$ cat config.mk
export PLATFORM = sky130hd
export DESIGN_NAME = obc_top
export DESIGN_NICKNAME = d
export VERILOG_FILES = /design/src/hdl/obc_pkg.sv /design/src/hdl/obc_top.sv /design/src/hdl/obc_settle.sv
export VERILOG_INCLUDE_DIRS = /design/src /design/src/hdl
export SDC_FILE = /design/constraint.sdc
export NUM_CORES = 1
export LEC_CHECK = 0
export ABC_AREA = 1
export BUFFER_PORTS_ARGS = -buffer_cell sky130_fd_sc_hd__clkbuf_2
export CORE_UTILIZATION = 52
export DETAILED_ROUTE_END_ITERATION = 6
export PLACE_DENSITY = 0.73
export SETUP_SLACK_MARGIN = 0.2
export SLEW_MARGIN = 30
export SYNTH_ARGS = -nofsm -noshare
export SYNTH_HDL_FRONTEND = slang
export SYNTH_SLANG_ARGS = --single-unit
$ cat constraint.sdc
create_clock -name ref_clk -period 1.61 [get_ports ref_clk]
set_input_delay 0.322 -clock ref_clk [delete_from_list [all_inputs] [get_ports ref_clk]]
set_output_delay 0.322 -clock ref_clk [all_outputs]
set_load 0.02 [all_outputs]
$ cat src/hdl/obc_cfg.svh
// Option byte configuration block: offsets, field positions, reset values, timing counts.
// Assumes inclusion by the package and by the main module; definitions only.
`ifndef OBC_CFG_SVH
`define OBC_CFG_SVH

// Option area offsets in the data EEPROM address space
`define OBC_OFS_READOUT   16'h4800
`define OBC_OFS_BOOTAREA  16'h4802
`define OBC_OFS_RESERVED  16'h4807
`define OBC_OFS_WATCHDOG  16'h4808
`define OBC_OFS_OSC       16'h4809
`define OBC_OFS_BROWNOUT  16'h480A
`define OBC_OFS_LOADER_LO 16'h480B
`define OBC_OFS_LOADER_HI 16'h480C
`define OBC_OFS_REFVOLT   16'h4910
`define OBC_OFS_TEMPSENSE 16'h4911

// Factory settings
`define OBC_RST_READOUT   8'hAA
`define OBC_RST_BOOTAREA  8'h00
`define OBC_RST_WATCHDOG  8'h00
`define OBC_RST_OSC       8'h00
`define OBC_RST_BROWNOUT  8'h01
`define OBC_RST_LOADER    8'h00

// Codes
`define OBC_READOUT_OFF   8'hAA
`define OBC_BOOT_NONE     8'h00
`define OBC_BOOT_VECTORS  8'h01
`define OBC_BOOT_RWPROT   8'h02
`define OBC_REFVOLT_MSB   4'h6
`define OBC_TEMPSENSE_MSB 2'h3

// Field positions
`define OBC_BIT_INDEP_WATCHDOG_HW_START   0
`define OBC_BIT_INDEP_WATCHDOG_HALT_STOP 1
`define OBC_BIT_WINDOW_WATCHDOG_HW_START   2
`define OBC_BIT_WINDOW_WATCHDOG_HALT_RESET 3
`define OBC_POS_FAST_CNT  0
`define OBC_POS_SLOW_CNT  2
`define OBC_BIT_BOR_EN    0
`define OBC_POS_BOR_LVL   1

// Settle counts in clock cycles
`define OBC_SETTLE_0      13'h0001
`define OBC_SETTLE_1      13'h0010
`define OBC_SETTLE_2      13'h0200
`define OBC_SETTLE_3      13'h1000

`endif

$ cat src/hdl/obc_pkg.sv
// Option byte configuration block: shared types.
// Assumes obc_cfg.svh is on the include path.
package obc_pkg;
    `include "obc_cfg.svh"

    // Decoded configuration outputs
    typedef struct packed {
        logic       readout_protected;
        logic [7:0] user_boot_area_size;
        logic       boot_vectors_only;
        logic       boot_rw_protect;
        logic       boot_w_protect;
        logic       indep_watchdog_hw_start;
        logic       indep_watchdog_halt_stop;
        logic       window_watchdog_hw_start;
        logic       window_watchdog_halt_reset;
        logic [1:0] fast_osc_settle_count;
        logic [1:0] slow_osc_settle_count;
        logic       brownout_enable;
        logic [2:0] brownout_level;
        logic [15:0] loader_option_word;
    } obc_cfg_t;

    // Option memory access request
    typedef struct packed {
        logic        wr;
        logic        rd;
        logic [15:0] addr;
        logic [7:0]  wdata;
    } obc_req_t;

    typedef enum logic [1:0] {
        OBC_ST_WAIT,
        OBC_ST_LOAD,
        OBC_ST_RUN
    } obc_state_t;
endpackage

$ cat src/hdl/obc_top.sv
// Operation
// - Debug link writes any option byte through its option-area address.
// - Application writes accepted; readout and boot-area changes only via debug link.
// - Readout byte at first location, 0xAA means protection off, factory 0xAA.
// - Boot area 0x00 means none, 0x01 means vectors only.
// - Boot area 0x02 read/write protects pages; 0x03 and up write protect.
// - Independent watchdog hardware start bit starts it at load.
// - Independent watchdog halt bit set stops it in halt modes.
// - Window watchdog hardware start bit starts it at load.
// - Window watchdog halt bit set issues reset on halt entry.
// - Fast oscillator settle field selects 1, 16, 512 or 4096 cycles.
// - Slow oscillator settle field uses the same encoding.
// - Reference trim byte read-only, upper bits fixed 0x6; the code returns REFVOLT_TRIM whole (default 0x5A).
// - Temperature trim byte read-only, top bits fixed 0x3; the code returns TEMPSENSE_TRIM whole (default 0xA5).
// - Loading starts only after supply passes the brownout threshold.
//
// Option byte store with application and debug-link ports, loaded once after reset.
// Assumes power_good and halt_entry come from other clock domains and are synchronised here;
// the two request ports are on ref_clk.
`timescale 1ns/1ps
`include "obc_cfg.svh"
module obc_top
    import obc_pkg::*;
#(
    parameter logic [7:0] REFVOLT_TRIM   = 8'h5A, // Factory value, arbitrary default
    parameter logic [7:0] TEMPSENSE_TRIM = 8'hA5  // Factory value, arbitrary default
)(
    input  wire logic       ref_clk,
    input  wire logic       rstn,
    input  wire logic       power_good,
    input  wire logic       halt_entry,
    input  wire obc_req_t   app_req,
    output logic [7:0]      app_rdata,
    output logic            app_rvalid,
    input  wire obc_req_t   dbg_req,
    output logic [7:0]      dbg_rdata,
    output logic            dbg_rvalid,
    output logic            dbg_read_blocked,
    output obc_cfg_t        cfg,
    output logic            cfg_valid,
    output logic            fast_osc_ready,
    output logic            slow_osc_ready,
    output logic            window_watchdog_reset
);
    // Stored option bytes (non-volatile image)
    logic [7:0] readout_byte;
    logic [7:0] boot_byte;
    logic [7:0] wdog_byte;
    logic [7:0] osc_byte;
    logic [7:0] bor_byte;
    logic [7:0] loader_lo;
    logic [7:0] loader_hi;
    logic [7:0] next_readout_byte;
    logic [7:0] next_boot_byte;
    logic [7:0] next_wdog_byte;
    logic [7:0] next_osc_byte;
    logic [7:0] next_bor_byte;
    logic [7:0] next_loader_lo;
    logic [7:0] next_loader_hi;

    // Synchronisers for asynchronous inputs
    logic       pg_meta;
    logic       pg_sync;
    logic       halt_meta;
    logic       halt_sync;

    obc_state_t state;
    obc_state_t next_state;
    obc_cfg_t   next_cfg;
    logic       next_cfg_valid;
    logic       settle_start;
    logic       next_settle_start;
    logic       protected_now;

    logic [7:0] next_app_rdata;
    logic       next_app_rvalid;
    logic [7:0] next_dbg_rdata;
    logic       next_dbg_rvalid;
    logic       next_dbg_read_blocked;
    logic       next_wwdg_reset;

    // Two-stage synchronisers; first stage read by the second only
    always_ff @(posedge ref_clk or negedge rstn) begin
        if (!rstn) begin
            pg_meta   <= 1'b0;
            pg_sync   <= 1'b0;
            halt_meta <= 1'b0;
            halt_sync <= 1'b0;
        end else begin
            pg_meta   <= power_good;
            pg_sync   <= pg_meta;
            halt_meta <= halt_entry;
            halt_sync <= halt_meta;
        end
    end

    // Read mux shared by both ports; trim bytes return the whole parameter values
    function automatic logic [7:0] read_opt(input logic [15:0] a);
        logic [7:0] d;
        d = 8'h00;
        unique case (a)
            `OBC_OFS_READOUT:   d = readout_byte;
            `OBC_OFS_BOOTAREA:  d = boot_byte;
            `OBC_OFS_WATCHDOG:  d = wdog_byte;
            `OBC_OFS_OSC:       d = osc_byte;
            `OBC_OFS_BROWNOUT:  d = bor_byte;
            `OBC_OFS_LOADER_LO: d = loader_lo;
            `OBC_OFS_LOADER_HI: d = loader_hi;
            `OBC_OFS_REFVOLT:   d = REFVOLT_TRIM;
            `OBC_OFS_TEMPSENSE: d = TEMPSENSE_TRIM;
            default:            d = 8'h00;          // Reserved and unmapped read zero
        endcase
        return d;
    endfunction

    assign protected_now = (readout_byte != `OBC_READOUT_OFF);

    // Option store writes: debug link has priority over the application
    always_comb begin
        next_readout_byte = readout_byte;
        next_boot_byte    = boot_byte;
        next_wdog_byte    = wdog_byte;
        next_osc_byte     = osc_byte;
        next_bor_byte     = bor_byte;
        next_loader_lo    = loader_lo;
        next_loader_hi    = loader_hi;
        if (app_req.wr && !dbg_req.wr) begin
            // Readout and boot-area bytes cannot change from the application
            unique case (app_req.addr)
                `OBC_OFS_WATCHDOG:  next_wdog_byte = app_req.wdata;
                `OBC_OFS_OSC:       next_osc_byte  = app_req.wdata;
                `OBC_OFS_BROWNOUT:  next_bor_byte  = app_req.wdata;
                `OBC_OFS_LOADER_LO: next_loader_lo = app_req.wdata;
                `OBC_OFS_LOADER_HI: next_loader_hi = app_req.wdata;
                default: ;
            endcase
        end
        if (dbg_req.wr) begin
            unique case (dbg_req.addr)
                `OBC_OFS_READOUT:   next_readout_byte = dbg_req.wdata;
                `OBC_OFS_BOOTAREA:  next_boot_byte    = dbg_req.wdata;
                `OBC_OFS_WATCHDOG:  next_wdog_byte    = dbg_req.wdata;
                `OBC_OFS_OSC:       next_osc_byte     = dbg_req.wdata;
                `OBC_OFS_BROWNOUT:  next_bor_byte     = dbg_req.wdata;
                `OBC_OFS_LOADER_LO: next_loader_lo    = dbg_req.wdata;
                `OBC_OFS_LOADER_HI: next_loader_hi    = dbg_req.wdata;
                default: ;
            endcase
        end
    end

    // Store returns to factory values on the block reset in this model
    always_ff @(posedge ref_clk or negedge rstn) begin
        if (!rstn) begin
            readout_byte <= `OBC_RST_READOUT;
            boot_byte    <= `OBC_RST_BOOTAREA;
            wdog_byte    <= `OBC_RST_WATCHDOG;
            osc_byte     <= `OBC_RST_OSC;
            bor_byte     <= `OBC_RST_BROWNOUT;
            loader_lo    <= `OBC_RST_LOADER;
            loader_hi    <= `OBC_RST_LOADER;
        end else begin
            readout_byte <= next_readout_byte;
            boot_byte    <= next_boot_byte;
            wdog_byte    <= next_wdog_byte;
            osc_byte     <= next_osc_byte;
            bor_byte     <= next_bor_byte;
            loader_lo    <= next_loader_lo;
            loader_hi    <= next_loader_hi;
        end
    end

    // Read answers one cycle after the request; debug reads blocked while protected
    always_comb begin
        next_app_rdata        = app_req.rd ? read_opt(app_req.addr) : app_rdata;
        next_app_rvalid       = app_req.rd;
        next_dbg_rvalid       = dbg_req.rd;
        next_dbg_read_blocked = dbg_req.rd && protected_now;
        next_dbg_rdata        = dbg_rdata;
        if (dbg_req.rd) begin
            next_dbg_rdata = protected_now ? 8'h00 : read_opt(dbg_req.addr);
        end
    end

    // Load sequence: wait for supply, latch once, then run
    always_comb begin
        next_state        = state;
        next_cfg          = cfg;
        next_cfg_valid    = cfg_valid;
        next_settle_start = 1'b0;
        unique case (state)
            OBC_ST_WAIT: begin
                if (pg_sync) begin
                    next_state = OBC_ST_LOAD;
                end
            end
            OBC_ST_LOAD: begin
                // Reserved bits are not decoded
                next_cfg.readout_protected          = protected_now;
                next_cfg.user_boot_area_size        = boot_byte;
                next_cfg.boot_vectors_only          = (boot_byte == `OBC_BOOT_VECTORS);
                next_cfg.boot_rw_protect            = (boot_byte == `OBC_BOOT_RWPROT);
                next_cfg.boot_w_protect             = (boot_byte > `OBC_BOOT_RWPROT);
                next_cfg.indep_watchdog_hw_start    = wdog_byte[`OBC_BIT_INDEP_WATCHDOG_HW_START];
                next_cfg.indep_watchdog_halt_stop   = wdog_byte[`OBC_BIT_INDEP_WATCHDOG_HALT_STOP];
                next_cfg.window_watchdog_hw_start   = wdog_byte[`OBC_BIT_WINDOW_WATCHDOG_HW_START];
                next_cfg.window_watchdog_halt_reset = wdog_byte[`OBC_BIT_WINDOW_WATCHDOG_HALT_RESET];
                next_cfg.fast_osc_settle_count = osc_byte[`OBC_POS_FAST_CNT +: 2];
                next_cfg.slow_osc_settle_count = osc_byte[`OBC_POS_SLOW_CNT +: 2];
                next_cfg.brownout_enable       = bor_byte[`OBC_BIT_BOR_EN];
                next_cfg.brownout_level        = bor_byte[`OBC_POS_BOR_LVL +: 3];
                next_cfg.loader_option_word    = {loader_hi, loader_lo};
                next_cfg_valid    = 1'b1;
                next_settle_start = 1'b1;
                next_state        = OBC_ST_RUN;
            end
            OBC_ST_RUN: ;
        endcase
    end

    // Window watchdog reset request on halt entry when so configured
    assign next_wwdg_reset = cfg_valid && cfg.window_watchdog_halt_reset && halt_sync;

    always_ff @(posedge ref_clk or negedge rstn) begin
        if (!rstn) begin
            state                 <= OBC_ST_WAIT;
            cfg                   <= '0;
            cfg_valid             <= 1'b0;
            settle_start          <= 1'b0;
            app_rdata             <= 8'h00;
            app_rvalid            <= 1'b0;
            dbg_rdata             <= 8'h00;
            dbg_rvalid            <= 1'b0;
            dbg_read_blocked      <= 1'b0;
            window_watchdog_reset <= 1'b0;
        end else begin
            state                 <= next_state;
            cfg                   <= next_cfg;
            cfg_valid             <= next_cfg_valid;
            settle_start          <= next_settle_start;
            app_rdata             <= next_app_rdata;
            app_rvalid            <= next_app_rvalid;
            dbg_rdata             <= next_dbg_rdata;
            dbg_rvalid            <= next_dbg_rvalid;
            dbg_read_blocked      <= next_dbg_read_blocked;
            window_watchdog_reset <= next_wwdg_reset;
        end
    end

    // One counter per oscillator; both use the same encoding
    obc_settle u_fast_settle (
        .ref_clk (ref_clk),
        .rstn    (rstn),
        .start   (settle_start),
        .sel     (cfg.fast_osc_settle_count),
        .ready   (fast_osc_ready)
    );

    obc_settle u_slow_settle (
        .ref_clk (ref_clk),
        .rstn    (rstn),
        .start   (settle_start),
        .sel     (cfg.slow_osc_settle_count),
        .ready   (slow_osc_ready)
    );

    // Assertions
    property p_dbg_write_readout;
        @(posedge ref_clk) disable iff (!rstn)
        dbg_req.wr && dbg_req.addr == `OBC_OFS_READOUT |=> readout_byte == $past(dbg_req.wdata);
    endproperty
    a_dbg_write_readout: assert property (p_dbg_write_readout)
        else $error("debug write to readout byte lost");

    property p_app_no_readout;
        @(posedge ref_clk) disable iff (!rstn)
        app_req.wr && !dbg_req.wr && app_req.addr == `OBC_OFS_READOUT |=> $stable(readout_byte);
    endproperty
    a_app_no_readout: assert property (p_app_no_readout)
        else $error("application changed readout byte");

    property p_load_after_power;
        @(posedge ref_clk) disable iff (!rstn)
        !pg_sync |=> !cfg_valid || $past(cfg_valid);
    endproperty
    a_load_after_power: assert property (p_load_after_power)
        else $error("options loaded before supply good");

    property p_latch_once;
        @(posedge ref_clk) disable iff (!rstn)
        cfg_valid |=> cfg_valid && $stable(cfg);
    endproperty
    a_latch_once: assert property (p_latch_once)
        else $error("configuration changed after load");

    property p_protect_block;
        @(posedge ref_clk) disable iff (!rstn)
        dbg_req.rd && readout_byte != `OBC_READOUT_OFF |=> dbg_read_blocked && dbg_rdata == 8'h00;
    endproperty
    a_protect_block: assert property (p_protect_block)
        else $error("protected debug read not blocked");

    property p_boot_decode;
        @(posedge ref_clk) disable iff (!rstn)
        cfg_valid |-> (cfg.boot_rw_protect == (cfg.user_boot_area_size == `OBC_BOOT_RWPROT))
            && (cfg.boot_w_protect == (cfg.user_boot_area_size > `OBC_BOOT_RWPROT));
    endproperty
    a_boot_decode: assert property (p_boot_decode)
        else $error("boot area protection decode wrong");

    property p_fast_settle16;
        @(posedge ref_clk) disable iff (!rstn)
        // Ready is a level that only start clears, so one low sample at the end covers the span
        settle_start && cfg.fast_osc_settle_count == 2'h1
            |-> ##16 !fast_osc_ready ##1 fast_osc_ready;
    endproperty
    a_fast_settle16: assert property (p_fast_settle16)
        else $error("fast oscillator settle count wrong");

    property p_wwdg_reset;
        @(posedge ref_clk) disable iff (!rstn)
        cfg_valid && cfg.window_watchdog_halt_reset && halt_sync |=> window_watchdog_reset;
    endproperty
    a_wwdg_reset: assert property (p_wwdg_reset)
        else $error("window watchdog halt reset missing");
endmodule

$ cat src/hdl/obc_settle.sv
// Oscillator settle counter: counts the selected number of cycles after start.
// Assumes start is a one-cycle pulse on ref_clk.
`timescale 1ns/1ps
`include "obc_cfg.svh"
module obc_settle
    import obc_pkg::*;
(
    input  wire logic       ref_clk,
    input  wire logic       rstn,
    input  wire logic       start,
    input  wire logic [1:0] sel,
    output logic            ready
);
    logic [12:0] cnt;
    logic [12:0] next_cnt;
    logic        next_ready;

    // Load the count on start, run down to one, then flag ready
    always_comb begin
        next_cnt   = cnt;
        next_ready = ready;
        if (start) begin
            unique case (sel)
                2'h0: next_cnt = `OBC_SETTLE_0;
                2'h1: next_cnt = `OBC_SETTLE_1;
                2'h2: next_cnt = `OBC_SETTLE_2;
                2'h3: next_cnt = `OBC_SETTLE_3;
            endcase
            next_ready = 1'b0;
        end else if (cnt > 13'h0001) begin
            next_cnt = cnt - 13'h0001;
        end else if (cnt == 13'h0001) begin
            next_cnt   = 13'h0000;
            next_ready = 1'b1; // Ready one cycle after the last counted cycle
        end
    end

    always_ff @(posedge ref_clk or negedge rstn) begin
        if (!rstn) begin
            cnt   <= 13'h0000;
            ready <= 1'b0;
        end else begin
            cnt   <= next_cnt;
            ready <= next_ready;
        end
    end
endmodule

# After elaboration in Yosys (flattened, before gate mapping)
# Cells that the tools add are included.
[word_totals]
ff_bits = 152
out_inout_bits = 63
[classes]
addsub = 2
magnitude_cmp = 3
n_eq_ne = 33
mux = 40
n_reduce_logical = 18
[ops]
columns = ["op", "count"]
rows = [
  ["$eq A16 B15 Y1 const B", 18],
  ["$mux W8", 21],
  ["$pmux W8 S9", 2],
  ["$pmux W13 S4", 2],
  ["$mux W13", 6],
  ["$eq A13 B1 Y1 const B", 2],
  ["$gt A13 B1 Y1 const B", 2],
  ["$sub A13 B1 Y13 const B", 2],
  ["$reduce_and A2 Y1", 5],
  ["$eq A2 B2 Y1 const B", 4],
  ["$eq A8 B1 Y1 const B", 1],
  ["$eq A8 B2 Y1 const B", 1],
  ["$gt A8 B2 Y1 const B", 1],
  ["$ne A8 B8 Y1 const B", 1],
  ["$mux W1", 7],
  ["$eq A2 B1 Y1 const B", 3],
  ["$logic_not A2 Y1", 3],
  ["$ne A2 B2 Y1 const B", 3],
  ["$reduce_bool A2 Y1", 3],
  ["$reduce_bool A3 Y1", 2],
  ["$logic_and A1 B1 Y1", 4],
  ["$pmux W2 S2", 1],
  ["$mux W2", 1],
  ["$logic_not A1 Y1", 1],
]

# Logic depth before layout (Yosys ltp)
# Gate-level depths: netlist of the first run.
[logic_depth]
word_depth = 5
mapped_depth = 12
ltp_nobuf = 11

# Cells and area by module
# From an unflattened synthesis of the first run, not the netlist that was laid out.
[hier_totals]
hier_cells = 1091
area_unflattened_um2 = 8463.1
[modules_own_cells]
columns = ["mod", "instances", "cells_per_inst", "area_each_um2", "seq_area_each_um2"]
rows = [
  ["obc_top", 1, 869, 6806.5, 3109.2],
  ["obc_settle", 2, 111, 828.3, 350.3],
]

# Worst setup path before layout of the first run
# OpenSTA, ideal clock, no wires.
[synth_timing]
path_type = "input to register"
startpoint = "input port dbg_req[15] (netlist bit)"
endpoint = "register loader_hi[5]"
setup_ns = 0.125
arrival_time_ns = 1.370
required_ns = 1.485
setup_slack_ns = 0.116
path_stages = 7
path_cell_list = "nor2_2 > nand2_4 > nor3_2 > nand4_4 > buf_2 > o211ai_2 > o21ai_1"
[synth_via]
elab_chain_cells = 3
[synth_lines]
columns = ["item", "line_no", "rtl"]
rows = [
  ["from (decl)", "obc_top.sv:35", "input wire obc_req_t dbg_req,"],
  ["$eq A16 B15 Y1", "obc_top.sv:139", "unique case (dbg_req.addr)"],
  ["$mux W8", "obc_top.sv:139", ""],
  ["$mux W8", "obc_top.sv:138", "if (dbg_req.wr) begin"],
  ["net next_loader_hi[5]", "obc_top.sv:59", "logic [7:0] next_loader_hi;"],
  ["to (signal assigned)", "obc_top.sv:161", "loader_hi <= `OBC_RST_LOADER;"],
  ["to (signal assigned)", "obc_top.sv:169", "loader_hi <= next_loader_hi;"],
  ["to (decl)", "obc_top.sv:52", "logic [7:0] loader_hi;"],
]
# The timed path passes the listed nets, and every way through them passes these cells.
# A chain may end at the register's enable or synchronous reset.

# Final worst setup path of the first run
[layout_timing]
startpoint = "register u_slow_settle.cnt[4]"
endpoint = "register u_slow_settle.cnt[11]"
[layout_via]
elab_chain_cells = 3
[layout_lines]
columns = ["item", "line_no", "rtl"]
rows = [
  ["from (decl)", "obc_settle.sv:14", "logic [12:0] cnt;"],
  ["from (signal assigned)", "obc_settle.sv:43", "cnt <= next_cnt;"],
  ["$sub A13 B1 Y13 or $gt A13 B1 Y1 (tied branches)", "obc_settle.sv:31, obc_settle.sv:30", ""],
  ["$mux W13", "obc_settle.sv:30", "end else if (cnt > 13'h0001) begin"],
  ["$mux W13", "obc_settle.sv:22", "if (start) begin"],
]
# Several ways; a longest one is shown, not always the timed one.

==> flow_metrics.tcl, run 1 <==
set metrics [dict create \
    clock-sinks 152 \
    ys.flop_type "dfrtp_1" \
    hold_depth 1 \
    rows 46 \
    post-place-ws_ns -0.114 \
    grt_usage 0.302 \
    final-max-slew-violation-count 0 \
    grt_max_degree 67 \
    finalHoldViolCount 0 \
    antenna_found_initial 0 \
    grt_overflow 0 \
    p_leak_uw 0.00589 \
    start_util 0.537 \
    die_h_um 131 \
    numPortBuffers 118 \
    syn-cell-area_mm2 0.00859 \
    p_per_area_mw_per_mm2 1100 \
    slew-limit-headroom 0.705 \
    root_buffer "clkbuf_16" \
    hold_ws_ns 0.0503 \
    n_antenna_cell 0 \
    htreeDepth 4 \
    async_flop_share 1.00 \
    fmax_mhz 637 \
    worst_pin_slew_ns 0.443 \
    synthCells 1075 \
    routed_wl_mm 24.4 \
    rsz0062_at_grt "true" \
    ys_ff_latch 152 \
    wl_per_cell_um 16.2 \
    dr.first_iter.drc_count 435 \
    numCtsBuffers 17 \
    place_congestion 0.956 \
    clk_pin_slew_ns 0.06 \
    grt_pass1_wl_mm 38.8 \
    grt_pass1_vias 7707 \
    worstReg2RegStart "u_slow_settle.cnt[4]" \
    die-area_mm2 0.0170 \
    reg2reg_depth 8 \
    largest_reg_flops 40 \
    crit_arrival_ns 1.89 \
    cp_max_fo 8 \
    syn_nets 1135 \
    clockBufferDepth 2 \
    start_kind "flip-flop" \
    tritoncts "done" \
    crit_required_ns 1.93 \
    status "finished clean" \
    pin_count 119 \
    ant_nets 0 \
    design_area_mm2 0.0111 \
    syn2layout_area_growth_pct 28.9 \
    fin_skew_ns 0.0110 \
    vdd_drop_max_mv 0.888 \
    drive_above_1_share 0.318 \
    critPathCaptureType "flip-flop" \
    rr_endpoint "u_slow_settle.cnt[11]" \
    post-route-period-util 0.975 \
    dieWidth_um 131 \
    hpwl_mm 17.6 \
    fin_crit_ns 1.57 \
    r2r_slack_ns 0.04 \
    top_regs "cfg (40), u_fast_settle.cnt (13), u_slow_settle.cnt (13)" \
    largest_register "cfg" \
    drv_cap 0 \
    routed_via_density 5.34 \
    ys_warn_count 0 \
    worstSetupStartpoint "u_slow_settle.cnt[4]" \
    clk_latency_ns 0.43 \
    postPlaceCellArea_mm2 0.00996 \
    setup_ws_ns 0.0398 \
    whs_endpoint "dbg_rvalid" \
    num_vias 8027 \
    critPathKind "flip-flop to flip-flop" \
    synth.avg_cell_area_um2 7.99 \
    drc 0 \
    ys_seq_area_frac 0.443 \
    setup-violations-final 0 \
    synth_edf_count 0 \
    core_area_mm2 0.0160 \
    first_pass_iters 5 \
    min_from "dbg_req[24]" \
    fin_nets 1334 \
    synth_cell_types 42 \
    min_path_type "input port to flip-flop" \
]
final cells by class:
type / instances / area [um^2]
fill: 1326 / 4930
multi-input combinational: 745 / 4250
sequential: 152 / 3810
timing repair buffer: 218 / 1570
inverter: 140 / 533
clock buffer: 20 / 437
tap: 216 / 270
clock inverter: 12 / 201
where the power goes:
part	switching [uW]	total (uW)	internal, uW	leakage (uW)
Clock	1560	4310	2750	0.000292
Sequential	409	4770	4360	0.00182
Combinational	1730	3090	1360	0.00378
Total	3700	12200	8470	0.00589
what timing repair did:
item | CTS | global route
hold buffers | 3 | 0
pin swaps | 13 | 29
setup buffers | 17 | 11
endpoints found under the hold margin | 29 | 0
gates resized for setup | 24 | 45
gates cloned | 0 | 0
endpoints found under the setup margin | 33 | 35
per-stage QoR:
step	util	TNS (ns)	instances	total power, uW
6_report	0.692	0	1503	12200
5_1_grt	0.692	-0.325	1503	12700
4_1_cts	0.677	0	1492	11800
3_5_place_dp	0.622	-2.23	1440	7090
3_3_place_gp	0.622	-0.718	1440	7020
2_1_floorplan	-	0	1075	6230
worst max-delay path by stage:
stage	endpoint
global route	u_slow_settle.cnt[11]
CTS	u_fast_settle.cnt[7]
global placement	dbg_rdata[4]
finish	u_slow_settle.cnt[11]
floorplan	bor_byte[1]
detailed placement	dbg_rdata[0]
cell families after synthesis:
logic type,synth area share
flip-flops,0.443
buffers and inverters,0.0946
adder cells (fa/ha/maj),0.00582
XOR/XNOR,0.0204
AO/OA/AOI/OAI,0.103
AND/OR/NAND/NOR,0.333
cell usage in the layout, fill, tap and decap left out, types with 16 or more instances in the layout:
cell type,Yosys,final
o21ai_1,47,45
dfrtp_1,147,147
clkbuf_2,0,117
clkbuf_16,0,17
nand3_1,156,144
nand3_2,7,18
nor2_2,14,33
inv_1,127,122
nor2_4,9,18
nor2_1,87,59
buf_12,1,16
nand2_2,13,19
nand2_1,250,243
buf_4,11,76
o21ai_0,47,42
critical path, cell delays in order (launching register included):
cell and delay [ns]:
dfrtp_1 0.41, or2_4 0.24, nor2_1 0.14, nand2_2 0.11
nor2_4 0.15, nand3_2 0.11, nand3_4 0.12, buf_12 0.15
nor2_2 0.04
cell usage after synthesis (8+ instances only):
master | count | area share
nor2_2 | 14 | 0.010
nor2_1 | 87 | 0.038
o211ai_2 | 15 | 0.022
o21ai_1 | 47 | 0.027
xor2_1 | 16 | 0.016
nand2_2 | 13 | 0.0095
nor2_4 | 9 | 0.012
nand3_1 | 156 | 0.091
o211ai_1 | 15 | 0.013
nand4_1 | 11 | 0.0080
o21ai_0 | 47 | 0.027
nand2_1 | 250 | 0.11
nor2_8 | 8 | 0.019
clkbuf_1 | 9 | 0.0039
a21oi_1 | 8 | 0.0047
inv_2 | 11 | 0.0048
inv_1 | 127 | 0.055
dfrtp_1 | 147 | 0.43
buf_6 | 9 | 0.012
buf_4 | 11 | 0.0096
layer usage:
metal / vias to the layer above / wire length, um / global-route usage / share of wire
met5: - / 0 / 0 / 0
met3: 60 / 1440 / 0.0570 / 0.059
li1: 3878 / - / - / -
met4: 0 / 734 / 0.127 / 0.030
met1: 3803 / 9970 / 0.372 / 0.41
met2: 286 / 12300 / 0.519 / 0.50
Power figures use the tool's default switching activity.
==> run 2, diff against run 1 <==
--- a/config.mk
+++ b/config.mk
@@ -6,11 +6,10 @@
 export SDC_FILE = /design/constraint.sdc
 export NUM_CORES = 1
 export LEC_CHECK = 0
-export ABC_AREA = 1
 export BUFFER_PORTS_ARGS = -buffer_cell sky130_fd_sc_hd__clkbuf_2
 export CORE_UTILIZATION = 52
 export DETAILED_ROUTE_END_ITERATION = 6
-export PLACE_DENSITY = 0.73
+export PLACE_DENSITY = 0.74
 export SETUP_SLACK_MARGIN = 0.2
 export SLEW_MARGIN = 30
 export SYNTH_ARGS = -nofsm -noshare
==> run 2 against run 1 <==
The flow now finishes with violations (DRC, setup timing); sequential power fell by 4%; total power fell by 1.3%; highest routed layer unchanged; worst setup slack got worse by 0.51 ns; largest power group unchanged; global-route usage rose by 5.3 points.
==> flow_metrics.tcl, run 2 <==
set metrics [dict create \
    status "finished with violations" \
    violations "DRC, setup timing" \
    synth_cell_types 68 \
    num_vias 7570 \
    start_util 0.535 \
    die-area_mm2 0.0156 \
    grt_max_degree 41 \
    fin_skew_ns 0.00836 \
    drive_above_1_share 0.564 \
    drc 20 \
    dieWidth_um 125 \
    swShare 0.307 \
    core_area_mm2 0.0146 \
    die_h_um 125 \
    grt_pass1_vias 7635 \
    syn2layout_area_growth_pct 50.9 \
    tritoncts "done" \
    power_switching_uw 3680 \
    seq_area_mm2 0.00382 \
    numCtsBuffers 17 \
    finalSetupTns_ns -19.04 \
    post-route-period-util 1.29 \
    htreeDepth 4 \
    intPower_uw 8330 \
    antenna_found_initial 0 \
    start_kind "flip-flop" \
    dr.first_iter.drc_count 656 \
    numPortBuffers 118 \
    first_pass_iters 7 \
    syn-cell-area_mm2 0.00784 \
    critPathCaptureType "flip-flop" \
    hold_ws_ns 0.0163 \
    rows 44 \
    ys.flop_type "dfrtp_1" \
    setup_ws_ns -0.472 \
    yosys-top-cells-count "dfrtp_1 (147), mux2_2 (74), nand2_1 (45), nor2_1 (44), a21oi_1 (40)" \
    largest_reg_flops 40 \
    clockBufferDepth 2 \
    drv_cap 0 \
    n_antenna_cell 0 \
    crit_required_ns 1.91 \
    ys_ff_latch 152 \
    multi_input_area_mm2 0.00473 \
    p_comb_frac 0.276 \
    power_frac_seq 0.382 \
    syn_nets 772 \
    n_fill_cell 879 \
    routed_via_density 6.27 \
    slew-limit-headroom 0.599 \
    hpwl_mm 18.7 \
    pin_count 119 \
    power_frac_clock 0.341 \
    routed_wl_mm 27.4 \
    ys_top_cells_by_area "dfrtp_1 (47%), mux2_2 (11%), mux2i_1 (4.0%)" \
    grt_usage 0.354 \
    synth_edf_count 0 \
    wl_per_cell_um 22.7 \
    top_regs "cfg (40), u_fast_settle.cnt (13), u_slow_settle.cnt (13)" \
    synthCells 712 \
    synth_area_leader_cell "dfrtp_1" \
    place_congestion 1.01 \
    ys_seq_area_frac 0.486 \
    fin_crit_ns 2.08 \
    p_total_uw 12000 \
    yosys.area.top_type_share 0.469 \
    root_buffer "clkbuf_16" \
    min_path_type "input port to flip-flop" \
    clk_latency_ns 0.43 \
    clk_pin_slew_ns 0.06 \
    vdd_drop_max_mv 0.731 \
    async_flop_share 1.00 \
    final-max-slew-violation-count 0 \
    largest_register "cfg" \
    crit_arrival_ns 2.39 \
    grt_overflow 0 \
    critPathKind "flip-flop to flip-flop" \
    setup-violations-final 73 \
    ant_nets 0 \
    rsz0062_at_grt "true" \
    fmax_mhz 480 \
    worst_pin_slew_ns 0.601 \
    synth_most_common_cell "dfrtp_1" \
    grt_pass1_wl_mm 42.1 \
    p_per_area_mw_per_mm2 1020 \
    ys_warn_count 0 \
    final_cell_mix "dfrtp_1 (139), buf_4 (139), clkbuf_2 (114), mux2_2 (69), buf_6 (46)" \
    clock-sinks 152 \
    p_leak_uw 0.00562 \
    fin_nets 1073 \
    r2r_slack_ns -0.47 \
    synth.avg_cell_area_um2 11.0 \
    finalHoldViolCount 0 \
    cp_max_fo 3 \
]
## run 2: cell types whose count changed in the layout (fill, tap and decap cells not counted), moves of 34 or more
| cell | previous run | this run |
|---|---|---|
| o21ai_1 | 45 | 11 |
| o21ai_0 | 42 | 8 |
| mux2_2 | 0 | 69 |
| inv_1 | 122 | 13 |
| buf_6 | 6 | 46 |
| buf_4 | 76 | 139 |
| nand2_1 | 243 | 33 |
| nand3_1 | 144 | 19 |
## run 2: metal layers
metal	up-vias	GRT usage	wire, um
met5	-	0	0
met4	0	0.171	1230
met3	95	0.0636	1790
met2	377	0.573	13200
met1	3804	0.463	11200
li1	3294	-	-
## run 2: worst max-delay path, cell delays in order, from the launching register on
cell and delay, ns:
dfrtp_1 0.40, or4_4 0.56, or3_4 0.39, buf_6 0.14, nor4_4 0.15, mux2i_1 0.24
a21oi_1 0.09
## run 2: kinds of logic after synthesis
family	synth area share
DFF	0.486
and+or+nand+nor	0.173
muxes	0.180
AOI/OAI and AO/OA	0.116
adders and majority gates	0.00638
xor gates and xnor gates	0.0134
buffers and inverters	0.0249
## run 2: power by group through the flow
stage | clock [uW] | sequential (uW) | combinational, uW
detailed placement | 0 | 4610 | 2490
global placement | 0 | 4560 | 2400
global route | 4280 | 4630 | 3550
CTS | 4100 | 4560 | 3010
finish | 4100 | 4590 | 3320
floorplan | 0 | 4670 | 1270
## run 2: per-stage QoR
step / instances / setup WS, ns / utilization / cell area (um^2)
2_1_floorplan: 712 / -1.06 / - / 8220
3_5_place_dp: 1135 / -0.908 / 0.691 / 10100
6_report: 1208 / -0.472 / 0.808 / 11800
3_3_place_gp: 1135 / -0.865 / 0.691 / 10100
5_1_grt: 1208 / -0.533 / 0.808 / 11800
4_1_cts: 1195 / -0.447 / 0.788 / 11500
## run 2: final timing paths
check,cells past startpoint,from,endpoint
worst min register to register,0,pg_meta,pg_sync
min in group asynchronous,2,rstn,u_slow_settle.cnt[12]
max in group asynchronous,3,rstn,readout_byte[1]
worst max-delay path,6,u_fast_settle.cnt[6],u_fast_settle.cnt[12]
worst min-delay path,1,halt_entry,halt_meta
worst max register to register,6,u_fast_settle.cnt[6],u_fast_settle.cnt[12]
## run 2: layout make-up
type,count,area share
multi-input combinational,512,0.400
timing repair buffer,314,0.203
clock buffer,18,0.0371
sequential,152,0.323
inverter,16,0.00508
clock inverter,12,0.0128
tap,184,0.0195
## run 2: timing repair
action,4_1_cts,5_1_grt
setup buffers,28,13
endpoints found under the setup margin,96,99
cloned,1,0
gates resized for setup,142,46
endpoints found under the hold margin,32,0
pin swaps,76,41
hold buffers,1,0
==> run 3, diff against run 2 <==
--- a/config.mk
+++ b/config.mk
@@ -7,9 +7,8 @@
 export NUM_CORES = 1
 export LEC_CHECK = 0
 export BUFFER_PORTS_ARGS = -buffer_cell sky130_fd_sc_hd__clkbuf_2
-export CORE_UTILIZATION = 52
+export CORE_UTILIZATION = 40
 export DETAILED_ROUTE_END_ITERATION = 6
-export PLACE_DENSITY = 0.74
 export SETUP_SLACK_MARGIN = 0.2
 export SLEW_MARGIN = 30
 export SYNTH_ARGS = -nofsm -noshare
==> run 3 against run 2 <==
The flow finishes with violations (setup timing); critical path type is now input port to flip-flop; worst hold slack improved by 0.042 ns; via count shrank 3.9%; sequential cell count unchanged; routed wire length shrank 2.0%; largest cell class unchanged; total power decreased by 1.9%; design area up 1.1%.
==> flow_metrics.tcl, run 3 (synthesis results as in run 2) <==
set metrics [dict create \
    p_per_area_mw_per_mm2 985 \
    multi_input_area_mm2 0.00480 \
    drc 0 \
    grt_max_degree 53 \
    root_buffer "clkbuf_16" \
    grt_overflow 0 \
    dieWidth_um 142 \
    numPortBuffers 118 \
    clk_latency_ns 0.43 \
    pin_count 119 \
    min_path_type "input port to flip-flop" \
    critPathKind "input port to flip-flop" \
    core_area_mm2 0.0190 \
    fin_skew_ns 0.00829 \
    first_pass_iters 6 \
    design_area_mm2 0.0120 \
    hpwl_mm 19.4 \
    reg2reg_depth 4 \
    worst_pin_slew_ns 0.580 \
    hold_ws_ns 0.0581 \
    n_fill_cell 1502 \
    fin_nets 1062 \
    worstReg2RegStart "u_fast_settle.cnt[6]" \
    antenna_found_initial 0 \
    largest_register "cfg" \
    finalHoldViolCount 0 \
    cp_max_fo 8 \
    final_cell_mix "dfrtp_1 (145), buf_4 (136), clkbuf_2 (113), mux2_2 (67), nor2_1 (38)" \
    clock-sinks 152 \
    fin_crit_ns 2.05 \
    rsz0062_at_grt "true" \
    whs_endpoint "app_rvalid" \
    seq_area_mm2 0.00381 \
    syn2layout_area_growth_pct 52.6 \
    crit_arrival_ns 2.37 \
    numCtsBuffers 17 \
    start_kind "input port" \
    grt_pass1_wl_mm 41.4 \
    grt_pass1_vias 7413 \
    critPathCaptureType "flip-flop" \
    setup_ws_ns -0.442 \
    num_vias 7278 \
    htreeDepth 4 \
    largest_reg_flops 40 \
    routed_wl_mm 26.9 \
    slew-limit-headroom 0.613 \
    r2r_slack_ns -0.41 \
    die_h_um 142 \
    vdd_drop_max_mv 0.787 \
    postPlaceCellArea_mm2 0.0102 \
    dr.first_iter.drc_count 593 \
    routed_via_density 5.71 \
    post-route-period-util 1.27 \
    hold_depth 1 \
    clk_pin_slew_ns 0.06 \
    crit_required_ns 1.93 \
    clockBufferDepth 2 \
    place_congestion 0.927 \
    final-max-slew-violation-count 0 \
    fmax_mhz 487 \
    top_regs "cfg (40), u_fast_settle.cnt (13), u_slow_settle.cnt (13)" \
    n_antenna_cell 0 \
    violations "setup timing" \
    die-area_mm2 0.0202 \
    wl_per_cell_um 21.1 \
    ant_nets 0 \
    drv_cap 0 \
    tritoncts "done" \
    post-place-ws_ns -0.981 \
    drive_above_1_share 0.564 \
    final_common_cell "dfrtp_1" \
    start_util 0.414 \
    p_leak_uw 0.00558 \
    min_from "app_req[24]" \
    rr_endpoint "u_fast_settle.cnt[10]" \
    status "finished with violations" \
    grt_usage 0.274 \
    setup-violations-final 77 \
    rows 50 \
]
[run 3: worst max-delay path by stage]
stage	to	depth (start not counted)	slack (ns)	start
after CTS	u_fast_settle.cnt[10]	4	-0.42	u_fast_settle.cnt[6]
after global placement	bor_byte[1]	7	-0.95	app_req[12]
after global routing	u_fast_settle.cnt[12]	6	-0.49	u_fast_settle.cnt[6]
after floorplan	bor_byte[1]	6	-1.06	app_req[13]
after detailed placement	bor_byte[4]	7	-0.98	app_req[12]
final	bor_byte[3]	8	-0.44	app_req[21]
[run 3: layout make-up]
class / instances / share of cell area
Clock inverter: 11 / 0.0121
Multi-Input combinational cell: 511 / 0.401
Inverter: 16 / 0.00502
Timing Repair Buffer: 304 / 0.197
Tap cell: 260 / 0.0272
Sequential cell: 152 / 0.319
Clock buffer: 21 / 0.0393
[run 3: repair_timing]
item,in CTS,in global routing
setup endpoints to repair,96,105
pin swaps,36,51
gates cloned,3,1
resized for setup,107,89
hold buffers,3,0
hold endpoints to repair,27,0
setup buffers,16,14
[run 3: metal layers]
| layer | GRT usage | vias up | part of all wire |
|---|---|---|---|
| met5 | 0 | - | 0 |
| met4 | 0.123 | 0 | 0.037 |
| met3 | 0.0559 | 68 | 0.069 |
| met2 | 0.436 | 305 | 0.49 |
| met1 | 0.361 | 3630 | 0.41 |
| li1 | - | 3275 | - |
[run 3: through the flow]
stage / TNS, ns / total power (uW) / cells / util
3_3_place_gp: -46.70 / 7050 / 1206 / 0.538
5_1_grt: -22.69 / 12300 / 1275 / 0.631
6_report: -18.45 / 11800 / 1275 / 0.631
4_1_cts: -12.46 / 11600 / 1260 / 0.603
3_5_place_dp: -49.52 / 7170 / 1206 / 0.538
2_1_floorplan: -38.45 / 5940 / 712 / -
[run 3: power by group]
| group | leakage [uW] | internal (uW) | switching [uW] |
|---|---|---|---|
| clock network | 0.000295 | 2560 | 1660 |
| logic | 0.00326 | 1490 | 1520 |
| registers | 0.00203 | 4200 | 362 |
| total | 0.00558 | 8250 | 3540 |
[run 3: critical path: stages]
cell	delay, ns
buf_6	0.09
or4b_4	0.56
nor4_4	0.26
buf_4	0.18
nor3b_4	0.22
buf_12	0.17
mux2_4	0.30
mux2_4	0.26
